**src/shared/scr_map.svh**
```systemverilog
`ifndef SCR_MAP_SVH
`define SCR_MAP_SVH

// Register addresses on the 13-bit serial address space
`define SCR_ADDR_CFG 13'h0000
`define SCR_ADDR_UNUSED1 13'h0001
`define SCR_ADDR_RSVD2 13'h0002
`define SCR_ADDR_PART_IDENTIFICATION 13'h0003
`define SCR_ADDR_READBACK 13'h0004
`define SCR_ADDR_CV_LO 13'h0005
`define SCR_ADDR_CV_HI 13'h0006
`define SCR_ADDR_UNUSED_LO 13'h0007
`define SCR_ADDR_UNUSED_HI 13'h000f
`define SCR_ADDR_CP 13'h0010
`define SCR_ADDR_RDIV_LO 13'h0011
`define SCR_ADDR_RDIV_HI 13'h0012

// Serial port configuration field positions (mirrored halves)
`define SCR_CFG_SDO_HI 7
`define SCR_CFG_LSB_HI 6
`define SCR_CFG_SRST_HI 5
`define SCR_CFG_SRST_LO 2
`define SCR_CFG_LSB_LO 1
`define SCR_CFG_SDO_LO 0

`define SCR_RB_ACTIVE_BIT 0
`define SCR_RDIV_HI_W 6

// Reset values
`define SCR_RST_BYTE 8'h00
`define SCR_RST_CP 8'h7d
`define SCR_RST_RDIV 14'h0001

// Serial framing
`define SCR_INSTR_LAST 4'hf
`define SCR_BYTE_LAST 3'h7
`define SCR_STREAM 2'h3

`endif

```
**src/shared/scr_pkg.sv**
```systemverilog
package scr_pkg;

  typedef enum logic [1:0] {SCR_INSTR, SCR_DATA, SCR_DONE} scr_phase_t;

  typedef struct packed {
    logic [2:0] cs_s;
    logic [2:0] sck_s;
    logic [2:0] sdi_s;
    logic cs_lvl;
    logic sck_lvl;
    scr_phase_t phase;
    logic [3:0] cnt;
    logic [15:0] sh;
    logic rd;
    logic [1:0] wcnt;
    logic [1:0] bcnt;
    logic [12:0] addr;
    logic [7:0] osh;
    logic dout;
    logic wr;
    logic [7:0] wdata;
    logic [12:0] waddr;
  } scr_spi_t;

  typedef struct packed {
    logic [7:0] cv_lo;
    logic [7:0] cv_hi;
    logic [7:0] cp;
    logic [13:0] rdiv;
  } scr_bank_t;

  typedef struct packed {
    logic sdo;
    logic lsb;
    logic rb_act;
    scr_bank_t bufr;
    scr_bank_t act;
  } scr_regs_t;

endpackage

```
**src/rtl/scr_spi_port.sv**
```systemverilog
`timescale 1ns/1ps
`include "scr_map.svh"

module scr_spi_port (
  input wire logic clk,
  input wire logic resetn,
  input wire logic spi_cs_n,
  input wire logic spi_sclk,
  input wire logic sdio_in,
  input wire logic cfg_sdo,
  input wire logic cfg_lsb,
  input wire logic [7:0] rd_data,
  output logic [12:0] acc_addr,
  output logic wr_valid,
  output logic [12:0] wr_addr,
  output logic [7:0] wr_data,
  output logic sdio_out,
  output logic sdio_oe,
  output logic sdo_out,
  output logic sdo_oe
);

  scr_pkg::scr_spi_t s_ff;
  scr_pkg::scr_spi_t nxt_s;
  logic drive;

  always_comb begin
    logic rise;
    logic fall;
    logic [15:0] shin;
    logic [15:0] instr;
    logic [7:0] byte_in;
    logic [7:0] ob;
    logic [15:0] rev16;
    logic [7:0] rev8;
    rise = 1'b0;
    fall = 1'b0;
    shin = 16'h0000;
    instr = 16'h0000;
    byte_in = 8'h00;
    ob = 8'h00;
    rev16 = 16'h0000;
    rev8 = 8'h00;
    nxt_s = s_ff;
    nxt_s.wr = 1'b0;
    // Three-stage sync; a level counts once stages two and three agree
    nxt_s.cs_s = {s_ff.cs_s[1:0], spi_cs_n};
    nxt_s.sck_s = {s_ff.sck_s[1:0], spi_sclk};
    nxt_s.sdi_s = {s_ff.sdi_s[1:0], sdio_in};
    if (s_ff.cs_s[1] == s_ff.cs_s[2]) begin
      nxt_s.cs_lvl = s_ff.cs_s[2];
    end
    if (s_ff.sck_s[1] == s_ff.sck_s[2]) begin
      nxt_s.sck_lvl = s_ff.sck_s[2];
      rise = s_ff.sck_s[2] && !s_ff.sck_lvl && !s_ff.cs_lvl;
      fall = !s_ff.sck_s[2] && s_ff.sck_lvl && !s_ff.cs_lvl;
    end
    if (s_ff.cs_lvl) begin
      nxt_s.phase = scr_pkg::SCR_INSTR;
      nxt_s.cnt = 4'h0;
      nxt_s.bcnt = 2'h0;
      nxt_s.rd = 1'b0;
      nxt_s.dout = 1'b0;
    end else if (rise) begin
      shin = {s_ff.sh[14:0], s_ff.sdi_s[2]};
      nxt_s.sh = shin;
      nxt_s.cnt = s_ff.cnt + 4'h1;
      unique case (s_ff.phase)
        scr_pkg::SCR_INSTR: begin
          if (s_ff.cnt == `SCR_INSTR_LAST) begin
            rev16 = {<<{shin}};
            instr = cfg_lsb ? rev16 : shin;
            nxt_s.rd = instr[15];
            nxt_s.wcnt = instr[14:13];
            nxt_s.addr = instr[12:0];
            nxt_s.phase = scr_pkg::SCR_DATA;
            nxt_s.cnt = 4'h0;
          end
        end
        scr_pkg::SCR_DATA: begin
          if (s_ff.cnt[2:0] == `SCR_BYTE_LAST) begin
            rev8 = {<<{shin[7:0]}};
            byte_in = cfg_lsb ? rev8 : shin[7:0];
            nxt_s.cnt = 4'h0;
            if (!s_ff.rd) begin
              nxt_s.wr = 1'b1;
              nxt_s.wdata = byte_in;
              nxt_s.waddr = s_ff.addr;
            end
            // Address walks up in LSB-first mode, down otherwise
            nxt_s.addr = cfg_lsb ? s_ff.addr + 13'h0001
                                 : s_ff.addr - 13'h0001;
            nxt_s.bcnt = s_ff.bcnt + 2'h1;
            if (s_ff.wcnt != `SCR_STREAM && s_ff.bcnt == s_ff.wcnt) begin
              nxt_s.phase = scr_pkg::SCR_DONE;
            end
          end
        end
        scr_pkg::SCR_DONE: begin
        end
      endcase
    end else if (fall && s_ff.rd && s_ff.phase == scr_pkg::SCR_DATA) begin
      if (s_ff.cnt == 4'h0) begin
        // Byte fetched at the first falling edge so a write just made shows
        rev8 = {<<{rd_data}};
        ob = cfg_lsb ? rev8 : rd_data;
        nxt_s.dout = ob[7];
        nxt_s.osh = {ob[6:0], 1'b0};
      end else begin
        nxt_s.dout = s_ff.osh[7];
        nxt_s.osh = {s_ff.osh[6:0], 1'b0};
      end
    end
  end

  always_ff @(posedge clk or negedge resetn) begin
    if (!resetn) begin
      s_ff <= '{cs_s: 3'h7, cs_lvl: 1'b1, phase: scr_pkg::SCR_INSTR,
                default: '0};
    end else begin
      s_ff <= nxt_s;
    end
  end

  assign drive = !s_ff.cs_lvl && s_ff.rd && s_ff.phase == scr_pkg::SCR_DATA;
  assign acc_addr = s_ff.addr;
  assign wr_valid = s_ff.wr;
  assign wr_addr = s_ff.waddr;
  assign wr_data = s_ff.wdata;
  assign sdio_out = s_ff.dout;
  assign sdo_out = s_ff.dout;
  assign sdio_oe = drive && !cfg_sdo;
  assign sdo_oe = drive && cfg_sdo;

endmodule // scr_spi_port

```
**src/rtl/scr_regs.sv**
```systemverilog
`timescale 1ns/1ps
`include "scr_map.svh"

// Overview of operation
// - Writes to addresses outside the map change nothing.
// - Writes to unused addresses 0x007 to 0x00F change nothing.
// - Readback bit 0 at 0x004 picks active over buffered values; resets 0.
// - Reference divider is 14 bits: low byte, then six bits below two unused.
module scr_regs #(
  // Value is arbitrary
  parameter logic [7:0] PART_IDENTIFICATION = 8'h5a
) (
  input wire logic clk,
  input wire logic resetn,
  input wire logic spi_cs_n,
  input wire logic spi_sclk,
  input wire logic sdio_in,
  output logic sdio_out,
  output logic sdio_oe,
  output logic sdo_out,
  output logic sdo_oe,
  input wire logic update_strobe,
  output logic [7:0] charge_pump_cfg,
  output logic [13:0] ref_divider,
  output logic [15:0] customer_version
);

  localparam scr_pkg::scr_bank_t BANK_RST = '{
    cv_lo: `SCR_RST_BYTE, cv_hi: `SCR_RST_BYTE,
    cp: `SCR_RST_CP, rdiv: `SCR_RST_RDIV};
  localparam scr_pkg::scr_regs_t REGS_RST = '{
    sdo: 1'b0, lsb: 1'b0, rb_act: 1'b0, bufr: BANK_RST, act: BANK_RST};

  scr_pkg::scr_regs_t s_ff;
  scr_pkg::scr_regs_t nxt_s;
  scr_pkg::scr_bank_t view;
  logic [12:0] acc_addr;
  logic wr_valid;
  logic [12:0] wr_addr;
  logic [7:0] wr_data;
  logic [7:0] rd_data;

  scr_spi_port u_port (
    .clk(clk),
    .resetn(resetn),
    .spi_cs_n(spi_cs_n),
    .spi_sclk(spi_sclk),
    .sdio_in(sdio_in),
    .cfg_sdo(s_ff.sdo),
    .cfg_lsb(s_ff.lsb),
    .rd_data(rd_data),
    .acc_addr(acc_addr),
    .wr_valid(wr_valid),
    .wr_addr(wr_addr),
    .wr_data(wr_data),
    .sdio_out(sdio_out),
    .sdio_oe(sdio_oe),
    .sdo_out(sdo_out),
    .sdo_oe(sdo_oe)
  );

  always_comb begin
    nxt_s = s_ff;
    // Transfer buffered settings to the active bank
    if (update_strobe) begin
      nxt_s.act = s_ff.bufr;
    end
    if (wr_valid) begin
      // Only decoded addresses store; all others fall through untouched
      case (wr_addr)
        `SCR_ADDR_CFG: begin
          if (wr_data[`SCR_CFG_SRST_HI] || wr_data[`SCR_CFG_SRST_LO]) begin
            // Bit itself is never stored, so it reads back as zero
            nxt_s = REGS_RST;
          end else begin
            nxt_s.sdo = wr_data[`SCR_CFG_SDO_HI] | wr_data[`SCR_CFG_SDO_LO];
            nxt_s.lsb = wr_data[`SCR_CFG_LSB_HI] | wr_data[`SCR_CFG_LSB_LO];
          end
        end
        `SCR_ADDR_READBACK: begin
          nxt_s.rb_act = wr_data[`SCR_RB_ACTIVE_BIT];
        end
        `SCR_ADDR_CV_LO: begin
          nxt_s.bufr.cv_lo = wr_data;
        end
        `SCR_ADDR_CV_HI: begin
          nxt_s.bufr.cv_hi = wr_data;
        end
        `SCR_ADDR_CP: begin
          nxt_s.bufr.cp = wr_data;
        end
        `SCR_ADDR_RDIV_LO: begin
          nxt_s.bufr.rdiv[7:0] = wr_data;
        end
        `SCR_ADDR_RDIV_HI: begin
          nxt_s.bufr.rdiv[13:8] = wr_data[5:0];
        end
        default: begin
        end
      endcase
    end
  end

  always_ff @(posedge clk or negedge resetn) begin
    if (!resetn) begin
      s_ff <= REGS_RST;
    end else begin
      s_ff <= nxt_s;
    end
  end

  assign view = s_ff.rb_act ? s_ff.act : s_ff.bufr;

  always_comb begin
    rd_data = 8'h00;
    case (acc_addr)
      `SCR_ADDR_CFG: begin
        rd_data = {s_ff.sdo, s_ff.lsb, 4'h0, s_ff.lsb, s_ff.sdo};
      end
      `SCR_ADDR_PART_IDENTIFICATION: begin
        rd_data = PART_IDENTIFICATION;
      end
      `SCR_ADDR_READBACK: begin
        rd_data = {7'h00, s_ff.rb_act};
      end
      `SCR_ADDR_CV_LO: begin
        rd_data = view.cv_lo;
      end
      `SCR_ADDR_CV_HI: begin
        rd_data = view.cv_hi;
      end
      `SCR_ADDR_CP: begin
        rd_data = view.cp;
      end
      `SCR_ADDR_RDIV_LO: begin
        rd_data = view.rdiv[7:0];
      end
      `SCR_ADDR_RDIV_HI: begin
        rd_data = {2'b00, view.rdiv[13:8]};
      end
      default: begin
        rd_data = 8'h00;
      end
    endcase
  end

  assign charge_pump_cfg = s_ff.act.cp;
  assign ref_divider = s_ff.act.rdiv;
  assign customer_version = {s_ff.act.cv_hi, s_ff.act.cv_lo};

  logic mapped;
  assign mapped = wr_addr inside {`SCR_ADDR_CFG, `SCR_ADDR_READBACK,
    `SCR_ADDR_CV_LO, `SCR_ADDR_CV_HI, `SCR_ADDR_CP, `SCR_ADDR_RDIV_LO,
    `SCR_ADDR_RDIV_HI};
endmodule // scr_regs

```
**config.mk**
```make
export PLATFORM = sky130hd
export DESIGN_NAME = scr_regs
export DESIGN_NICKNAME = d
export VERILOG_FILES = /design/src/shared/scr_pkg.sv /design/src/rtl/scr_spi_port.sv /design/src/rtl/scr_regs.sv
export VERILOG_INCLUDE_DIRS = /design/src /design/src/shared
export SDC_FILE = /design/constraint.sdc
export NUM_CORES = 1
export LEC_CHECK = 0
export ABC_AREA = 1
export BUFFER_PORTS_ARGS = -buffer_cell sky130_fd_sc_hd__buf_2
export CORE_ASPECT_RATIO = 0.6
export CORE_MARGIN = 5
export CORE_UTILIZATION = 50
export CTS_CLUSTER_DIAMETER = 120
export DETAILED_ROUTE_END_ITERATION = 10
export GPL_ROUTABILITY_DRIVEN = 0
export HOLD_SLACK_MARGIN = 0.05
export PLACE_DENSITY_LB_ADDON = 0.2
export SLEW_MARGIN = 20
export SYNTH_ARGS = -nofsm -noshare
export SYNTH_HDL_FRONTEND = slang
export SYNTH_SLANG_ARGS = --single-unit
```
**constraint.sdc**
```tcl
create_clock -name clk -period 6.35 [get_ports clk]
set_input_delay 1.27 -clock clk [delete_from_list [all_inputs] [get_ports clk]]
set_output_delay 1.27 -clock clk [all_outputs]
set_load 0.01 [all_outputs]
```
==> results.yml, run 1 <==
run_status:
  status: "complete, no violations"
final_layout:
  antenna_cells: 0
  fin_area_um2: 9410
  drive_gt1_frac: 0.134
  finalNonFillerCells: 1380
  nets: 1154
  area_growth_pct: 7.01
sta:
  maxSlewHeadroom: 0.287
  tightestPinTransition_ns: 1.07
  hold_viol_final: 0
  finalCritPeriodShare: 0.506
  fin_crit_ns: 3.22
  max_freq_ghz: 0.311
  skew_ns: 0.0131
  drv_slew: 0
  rsz0062_at_grt: "false"
  hold_slack_ns: 0.350
  setup_viol: 0
  fin_tns_setup_ns: 0
logic_synthesis:
  synth_warnings: 0
  syn_inst: 1144
  synthFlopType: "dfrtp_1"
  avgSynthCellArea_um2: 7.69
  synthDistinctLibCells: 42
  synthTopCellsByArea: "dfrtp_1, nand2_1, o21ai_0, inv_1, dfstp_2"
  yosysTopAreaCell: "dfrtp_1"
  async_reset_ff_frac: 1.00
  synth_top_area_frac: 0.401
  synthesis.area_um2: 8800
  syn_nets: 1165
  yosysSeqAreaShare: 0.455
  synth-seq-cells: 159
  synth_edf_count: 0
critical_path:
  cp_slowest_cell: "nor2_4"
  setup.worst_path.class: "reg2out"
  crit_path_max_incr_delay_ns: 0.44
  crit_arrival_ns: 1.95
  path_cells: "nor2_4 -> nand3_1 -> nor2_1 -> buf_2"
  required_ns: 5.08
  end_kind: "primary output"
  path_max_fanout: 19
  start_kind: "flip-flop"
floorplanning:
  die_x_um: 181
  ios: 48
  start_util: 0.511
  rows: 37
  die-area_um2: 20400
  die_y_um: 113
  core-area_um2: 17200
clock_tree:
  cts_tree: "done"
  post_cts_buffers: 0
  cts_buffer_depth: 2
  cts-hold-fix-buffers: 0
  cts_resized: 0
  htree_levels: 4
  cts.sinks: 159
  clk_latency_ns: 0.42
  numCtsBuffers: 17
  ctsRootBufferMaster: "clkbuf_16"
  clk_pin_slew_ns: 0.07
detailed_routing:
  vias: 7491
  vias_per_cell: 5.43
  drcViolationCount: 0
  drt-total-wl_um: 22800
  firstDrtPassIters: 5
  wl_per_cell_um: 16.5
  initialDrtViolationCount: 837
  final_antenna_net_count: 0
pwr:
  ir_worst_vdd_uv: 207
  leakage_nw: 4.74
  p_per_area_nw_per_um2: 230
grt:
  grt_max_degree: 77
  grt_usage: 0.225
  grt_pass1_vias: 6785
  grt-ovfl-total: 0
  grt_pass1_wl_um: 36700
  antenna_found_initial: 0
placed_design:
  dpl.hpwl_um: 16200
  dpl_cell_area_um2: 8840
  dp_cells: 1348
  io_buffers: 47
hold_path:
  min_path_type: "reg2reg"
flow_run:
  drv_cap: 0
-- flip-flops by register name, summed over array words and instances (netlist names) --
signal,flops
s_ff,41
u_port.s_ff,38
customer_version,16
ref_divider,14
u_port.acc_addr,13
u_port.wr_addr,13
charge_pump_cfg,8
u_port.wr_data,8
u_port.nxt_s,6
u_port.sdio_out,1
u_port.wr_valid,1
-- logic make-up (layout without fill, tap and decap cells) --
kind of cell,after synthesis,count (layout),synth area share
XOR/XNOR,8,8,0.00797
buffers and inverters,236,238,0.126
AND/OR/NAND/NOR,484,484,0.238
flip-flops,159,159,0.455
multiplexers,2,2,0.00228
AO/OA/AOI/OAI,239,239,0.148
adder cells (fa/ha/maj),16,16,0.0233
-- final timing paths --
path                                        startpoint                              end  slack (ns)  cells past startpoint
max                        u_port.s_ff[70]$_DFFE_PN0P_                          sdio_oe        3.13                      4
min reg2reg                 u_port.nxt_s[75]$_DFF_PN0_        u_port.s_ff[75]$_DFF_PN0_        0.35                      0
max reg2reg                       s_ff[77]$_DFFE_PN0P_  u_port.acc_addr[12]$_DFFE_PN0P_        3.15                     13
min in group asynchronous                       resetn      u_port.s_ff[65]$_DFFE_PN0P_        0.86                      1
min                         u_port.nxt_s[75]$_DFF_PN0_        u_port.s_ff[75]$_DFF_PN0_        0.35                      0
max in group asynchronous                       resetn             s_ff[52]$_DFFE_PN1P_        4.43                      2
-- metal layers --
metal  GRT usage  up-vias  wire length (µm)
li1            -     3638                 -
met5           0        -                 0
met2       0.292      291              8720
met4      0.0455        0               197
met3      0.0591       16              2050
met1       0.369     3546             11800
-- synth_stat cells (3+ instances only) --
cell and instances:
dfstp_2 18, nand2_4 4, buf_2 12, xor2_1 6, a22oi_1 3, o21ai_1 8, o211ai_1 9, nand3_2 4
inv_1 133, buf_6 4, nand2_2 6, nand3_1 83, a21oi_1 52, buf_4 42, nand4_1 4, o22ai_1 24
inv_2 20, nand2_1 275, o21ai_0 126, nor2_4 8, ha_1 14, nand3b_1 3, a31oi_1 10, clkbuf_1 20
nor2_1 88, nor2_2 5, dfrtp_1 141
-- final cells by class --
cell class,count,area [µm²]
Clock buffer,18,439
Clock inverter,14,135
Fill cell,1681,7810
Inverter,155,582
Multi-Input combinational cell,749,3690
Sequential cell,159,4000
Tap cell,234,293
Timing Repair Buffer,51,272
-- report_power, final --
| group | switching, mW | leakage (nW) | internal (mW) |
|---|---|---|---|
| combinational | 0.0670 | 2.33 | 0.0214 |
| clock | 0.485 | 0.284 | 0.534 |
| sequential | 0.0231 | 2.13 | 1.03 |
-- layout by cell type, fill, tap and decap left out, drive strengths merged --
cell,n
clkbuf,18
nor3,3
inv,164
xnor2,2
mux2i,2
fa,1
nand3,87
clkinvlp,1
a22oi,3
xor2,6
o32ai,2
buf,51
o22ai,24
o21ai,137
clkinv,4
or2,1
o211ai,9
nand2,285
o31ai,1
dfrtp,141
nand4,4
maj3,1
o21bai,1
a21oi,52
nand3b,3
a31oi,10
dfstp,18
nor2,101
ha,14
-- critical path: cells and delay by family, from the launching register on --
kind,cells,cell delay (ns)
buf+inv,1,0.15
flops,1,0.43
simple gates,3,0.94
-- metrics by stage --
| step | setup slack [ns] | utilization | total power, mW |
|---|---|---|---|
| after floorplan | 4.18 | - | 1.12 |
| after global placement | 3.30 | 0.513 | 1.16 |
| after detailed placement | 3.24 | 0.513 | 1.16 |
| after CTS | 3.10 | 0.547 | 2.17 |
| after global routing | 2.78 | 0.547 | 2.24 |
| final | 3.13 | 0.547 | 2.17 |
No activity file was read; power rests on OpenSTA's default activity.
==> inputs of run 2 (changes only) <==
--- a/config.mk
+++ b/config.mk
@@ -6,7 +6,7 @@
 export SDC_FILE = /design/constraint.sdc
 export NUM_CORES = 1
 export LEC_CHECK = 0
-export ABC_AREA = 1
+export ABC_AREA = 0
 export BUFFER_PORTS_ARGS = -buffer_cell sky130_fd_sc_hd__buf_2
 export CORE_ASPECT_RATIO = 0.6
 export CORE_MARGIN = 5
==> constraint.sdc (replaced) <==
create_clock -name clk -period 3.4 [get_ports clk]
set_input_delay 0.68 -clock clk [delete_from_list [all_inputs] [get_ports clk]]
set_output_delay 0.68 -clock clk [all_outputs]
set_load 0.01 [all_outputs]
==> results.yml, run 2 <==
final_layout:
  final_common_cell: "dfrtp_1"
  drive_gt1_frac: 0.195
  fin_area_um2: 9260
  nets: 868
  finalNonFillerCells: 1094
  area_growth_pct: 8.25
  antenna_cells: 0
  top_register: "s_ff"
  layout_common_cells: "dfrtp_1, nand2_1, mux2i_1, nor2_1, a21oi_1"
  largest_reg_flops: 41
critical_path:
  path_cells: "inv_1 -> buf_4 -> ha_1 -> o21ai_0 -> o21bai_1 -> a2111oi_0 -> nor4b_1 -> or3_1 -> a21oi_1"
  required_ns: 3.74
  crit_start: "s_ff[77]$_DFFE_PN0P_"
  r2r_end: "u_port.acc_addr[8]$_DFFE_PN0P_"
  worstRegToRegCells: 9
  end_kind: "flip-flop"
  r2r_slack_ns: 0.47
  setup.worst_path.class: "reg2reg"
  r2r-start: "s_ff[77]$_DFFE_PN0P_"
  cp_slowest_cell: "a2111oi_0"
  crit_arrival_ns: 3.27
  crit_path_max_incr_delay_ns: 0.59
  start_kind: "flip-flop"
  path_max_fanout: 13
sta:
  maxSlewHeadroom: 0.461
  finalCritPeriodShare: 0.862
  drv_slew: 0
  max_freq_ghz: 0.341
  tightestPinTransition_ns: 0.809
  rsz0062_at_grt: "false"
  setup_viol: 0
  skew_ns: 0.0103
  hold_viol_final: 0
  fin_tns_setup_ns: 0
  fin_crit_ns: 2.93
  worst_slack_ns: 0.469
  hold_slack_ns: 0.249
clock_tree:
  cts_resized: 0
  clk_pin_slew_ns: 0.07
  post_cts_buffers: 0
  numCtsBuffers: 17
  clk_latency_ns: 0.43
  htree_levels: 4
  cts.sinks: 159
  cts_tree: "done"
  cts-hold-fix-buffers: 0
  cts_buffer_depth: 2
  ctsRootBufferMaster: "clkbuf_16"
pwr:
  leakage_nw: 4.38
  swShare: 0.253
  p_sw_mw: 1.03
  pwr-share-clk: 0.460
  p_int_mw: 3.05
  ir_worst_vdd_uv: 306
  p_seq_frac: 0.487
  p_per_area_nw_per_um2: 441
  combPwrFrac: 0.053
floorplanning:
  rows: 37
  start_util: 0.504
  die_x_um: 179
  ios: 48
  core-area_um2: 17000
  die-area_um2: 19900
  die_y_um: 111
run_status:
  status: "complete, no violations"
grt:
  grt_max_degree: 70
  grt_pass1_wl_um: 34900
  antenna_found_initial: 0
  grt_pass1_vias: 6226
  grt-ovfl-total: 0
  grt_usage: 0.225
logic_synthesis:
  avgSynthCellArea_um2: 10.0
  syn_inst: 853
  synth.most_common_cell: "dfrtp_1"
  synth_commonest_cells: "dfrtp_1, nand2_1, mux2i_1"
  synth_top_area_frac: 0.412
  synth-seq-cells: 159
  synthDistinctLibCells: 71
  yosysTopAreaCell: "dfrtp_1"
  synth_edf_count: 0
  synthesis.area_um2: 8560
  yosysSeqAreaShare: 0.468
  syn_nets: 874
  async_reset_ff_frac: 1.00
  synthTopCellsByArea: "dfrtp_1, mux2i_1, dfstp_2, nand2_1, mux2_2"
  synthFlopType: "dfrtp_1"
  synth_warnings: 0
detailed_routing:
  vias: 6417
  firstDrtPassIters: 5
  wl_per_cell_um: 19.6
  final_antenna_net_count: 0
  initialDrtViolationCount: 560
  drt-total-wl_um: 21400
  drcViolationCount: 0
  vias_per_cell: 5.87
flow_run:
  drv_cap: 0
placed_design:
  io_buffers: 47
  dp_cells: 1062
  dpl_cell_area_um2: 8680
  dp_slack_ns: 0.558
  dpl.hpwl_um: 15300
hold_path:
  min_path_type: "in2async"
-- run 2: changes by cell type after synthesis, sizes merged, moves of 8 or more --
cell    delta
mux2i     +73
mux4       +8
a211oi     +8
inv      -144
o21ai     -99
a31oi      -8
o22ai     -16
nor2      -32
nor3      +14
nor2b      +9
mux2      +31
nand3     -44
nand2    -163
-- run 2: kinds of logic (layout without fill, tap and decap cells) --
family                   Yosys count  count (layout)  share of synthesized area
flip-flops                       159             159                      0.468
buffers and inverters             97             104                     0.0697
AND/OR/NAND/NOR                  312             312                      0.173
adder cells (fa/ha/maj)           17              17                     0.0251
multiplexers                     114             114                      0.150
XOR/XNOR                          10              10                     0.0102
AO/OA/AOI/OAI                    144             144                      0.105
-- run 2: metal layers --
layer | track usage | part of all wire | vias up
li1 | - | - | 3009
met2 | 0.297 | 0.41 | 225
met5 | 0 | 0 | -
met3 | 0.0730 | 0.094 | 30
met1 | 0.350 | 0.49 | 3153
met4 | 0.0639 | 0.014 | 0
-- run 2: power groups by stage --
| stage | Sequential, mW | Combinational [mW] | Clock [mW] |
|---|---|---|---|
| after floorplan | 2.00 | 0.133 | 0 |
| after global placement | 2.02 | 0.211 | 0 |
| after detailed placement | 2.03 | 0.218 | 0 |
| after CTS | 1.99 | 0.219 | 1.91 |
| after global routing | 2.00 | 0.246 | 2.00 |
| final | 1.99 | 0.217 | 1.88 |
-- run 2: worst max-delay path: cells and delay by family (launching register included) --
kind,cells,cell delay [ns]
AND/OR/NAND/NOR,2,0.49
flip-flops,1,0.37
buffers and inverters,2,0.45
AO/OA/AOI/OAI,4,1.22
adder cells (fa/ha/maj),1,0.31
-- run 2: worst max path at each step --
| stage | slack, ns | to |
|---|---|---|
| 2_1_floorplan | 0.88 | u_port.acc_addr[8]$_DFFE_PN0P_ |
| 3_3_place_gp | 0.73 | u_port.acc_addr[8]$_DFFE_PN0P_ |
| 3_5_place_dp | 0.56 | u_port.acc_addr[8]$_DFFE_PN0P_ |
| 4_1_cts | 0.51 | u_port.acc_addr[8]$_DFFE_PN0P_ |
| 5_1_grt | 0.25 | u_port.acc_addr[8]$_DFFE_PN0P_ |
| 6_report | 0.47 | u_port.acc_addr[8]$_DFFE_PN0P_ |
-- run 2: layout make-up --
| cell class | instances | area (µm²) |
|---|---|---|
| sequential | 159 | 4000 |
| clock buffer | 17 | 425 |
| timing repair buffer | 63 | 377 |
| tap | 234 | 293 |
| inverter | 9 | 33.8 |
| clock inverter | 15 | 153 |
| multi-input combinational | 597 | 3980 |
| fill | 1473 | 7730 |
-- run 2: per-stage QoR --
stage	util	power (mW)
2_1_floorplan	-	2.13
3_3_place_gp	0.511	2.23
3_5_place_dp	0.511	2.24
4_1_cts	0.545	4.12
5_1_grt	0.545	4.24
6_report	0.545	4.08
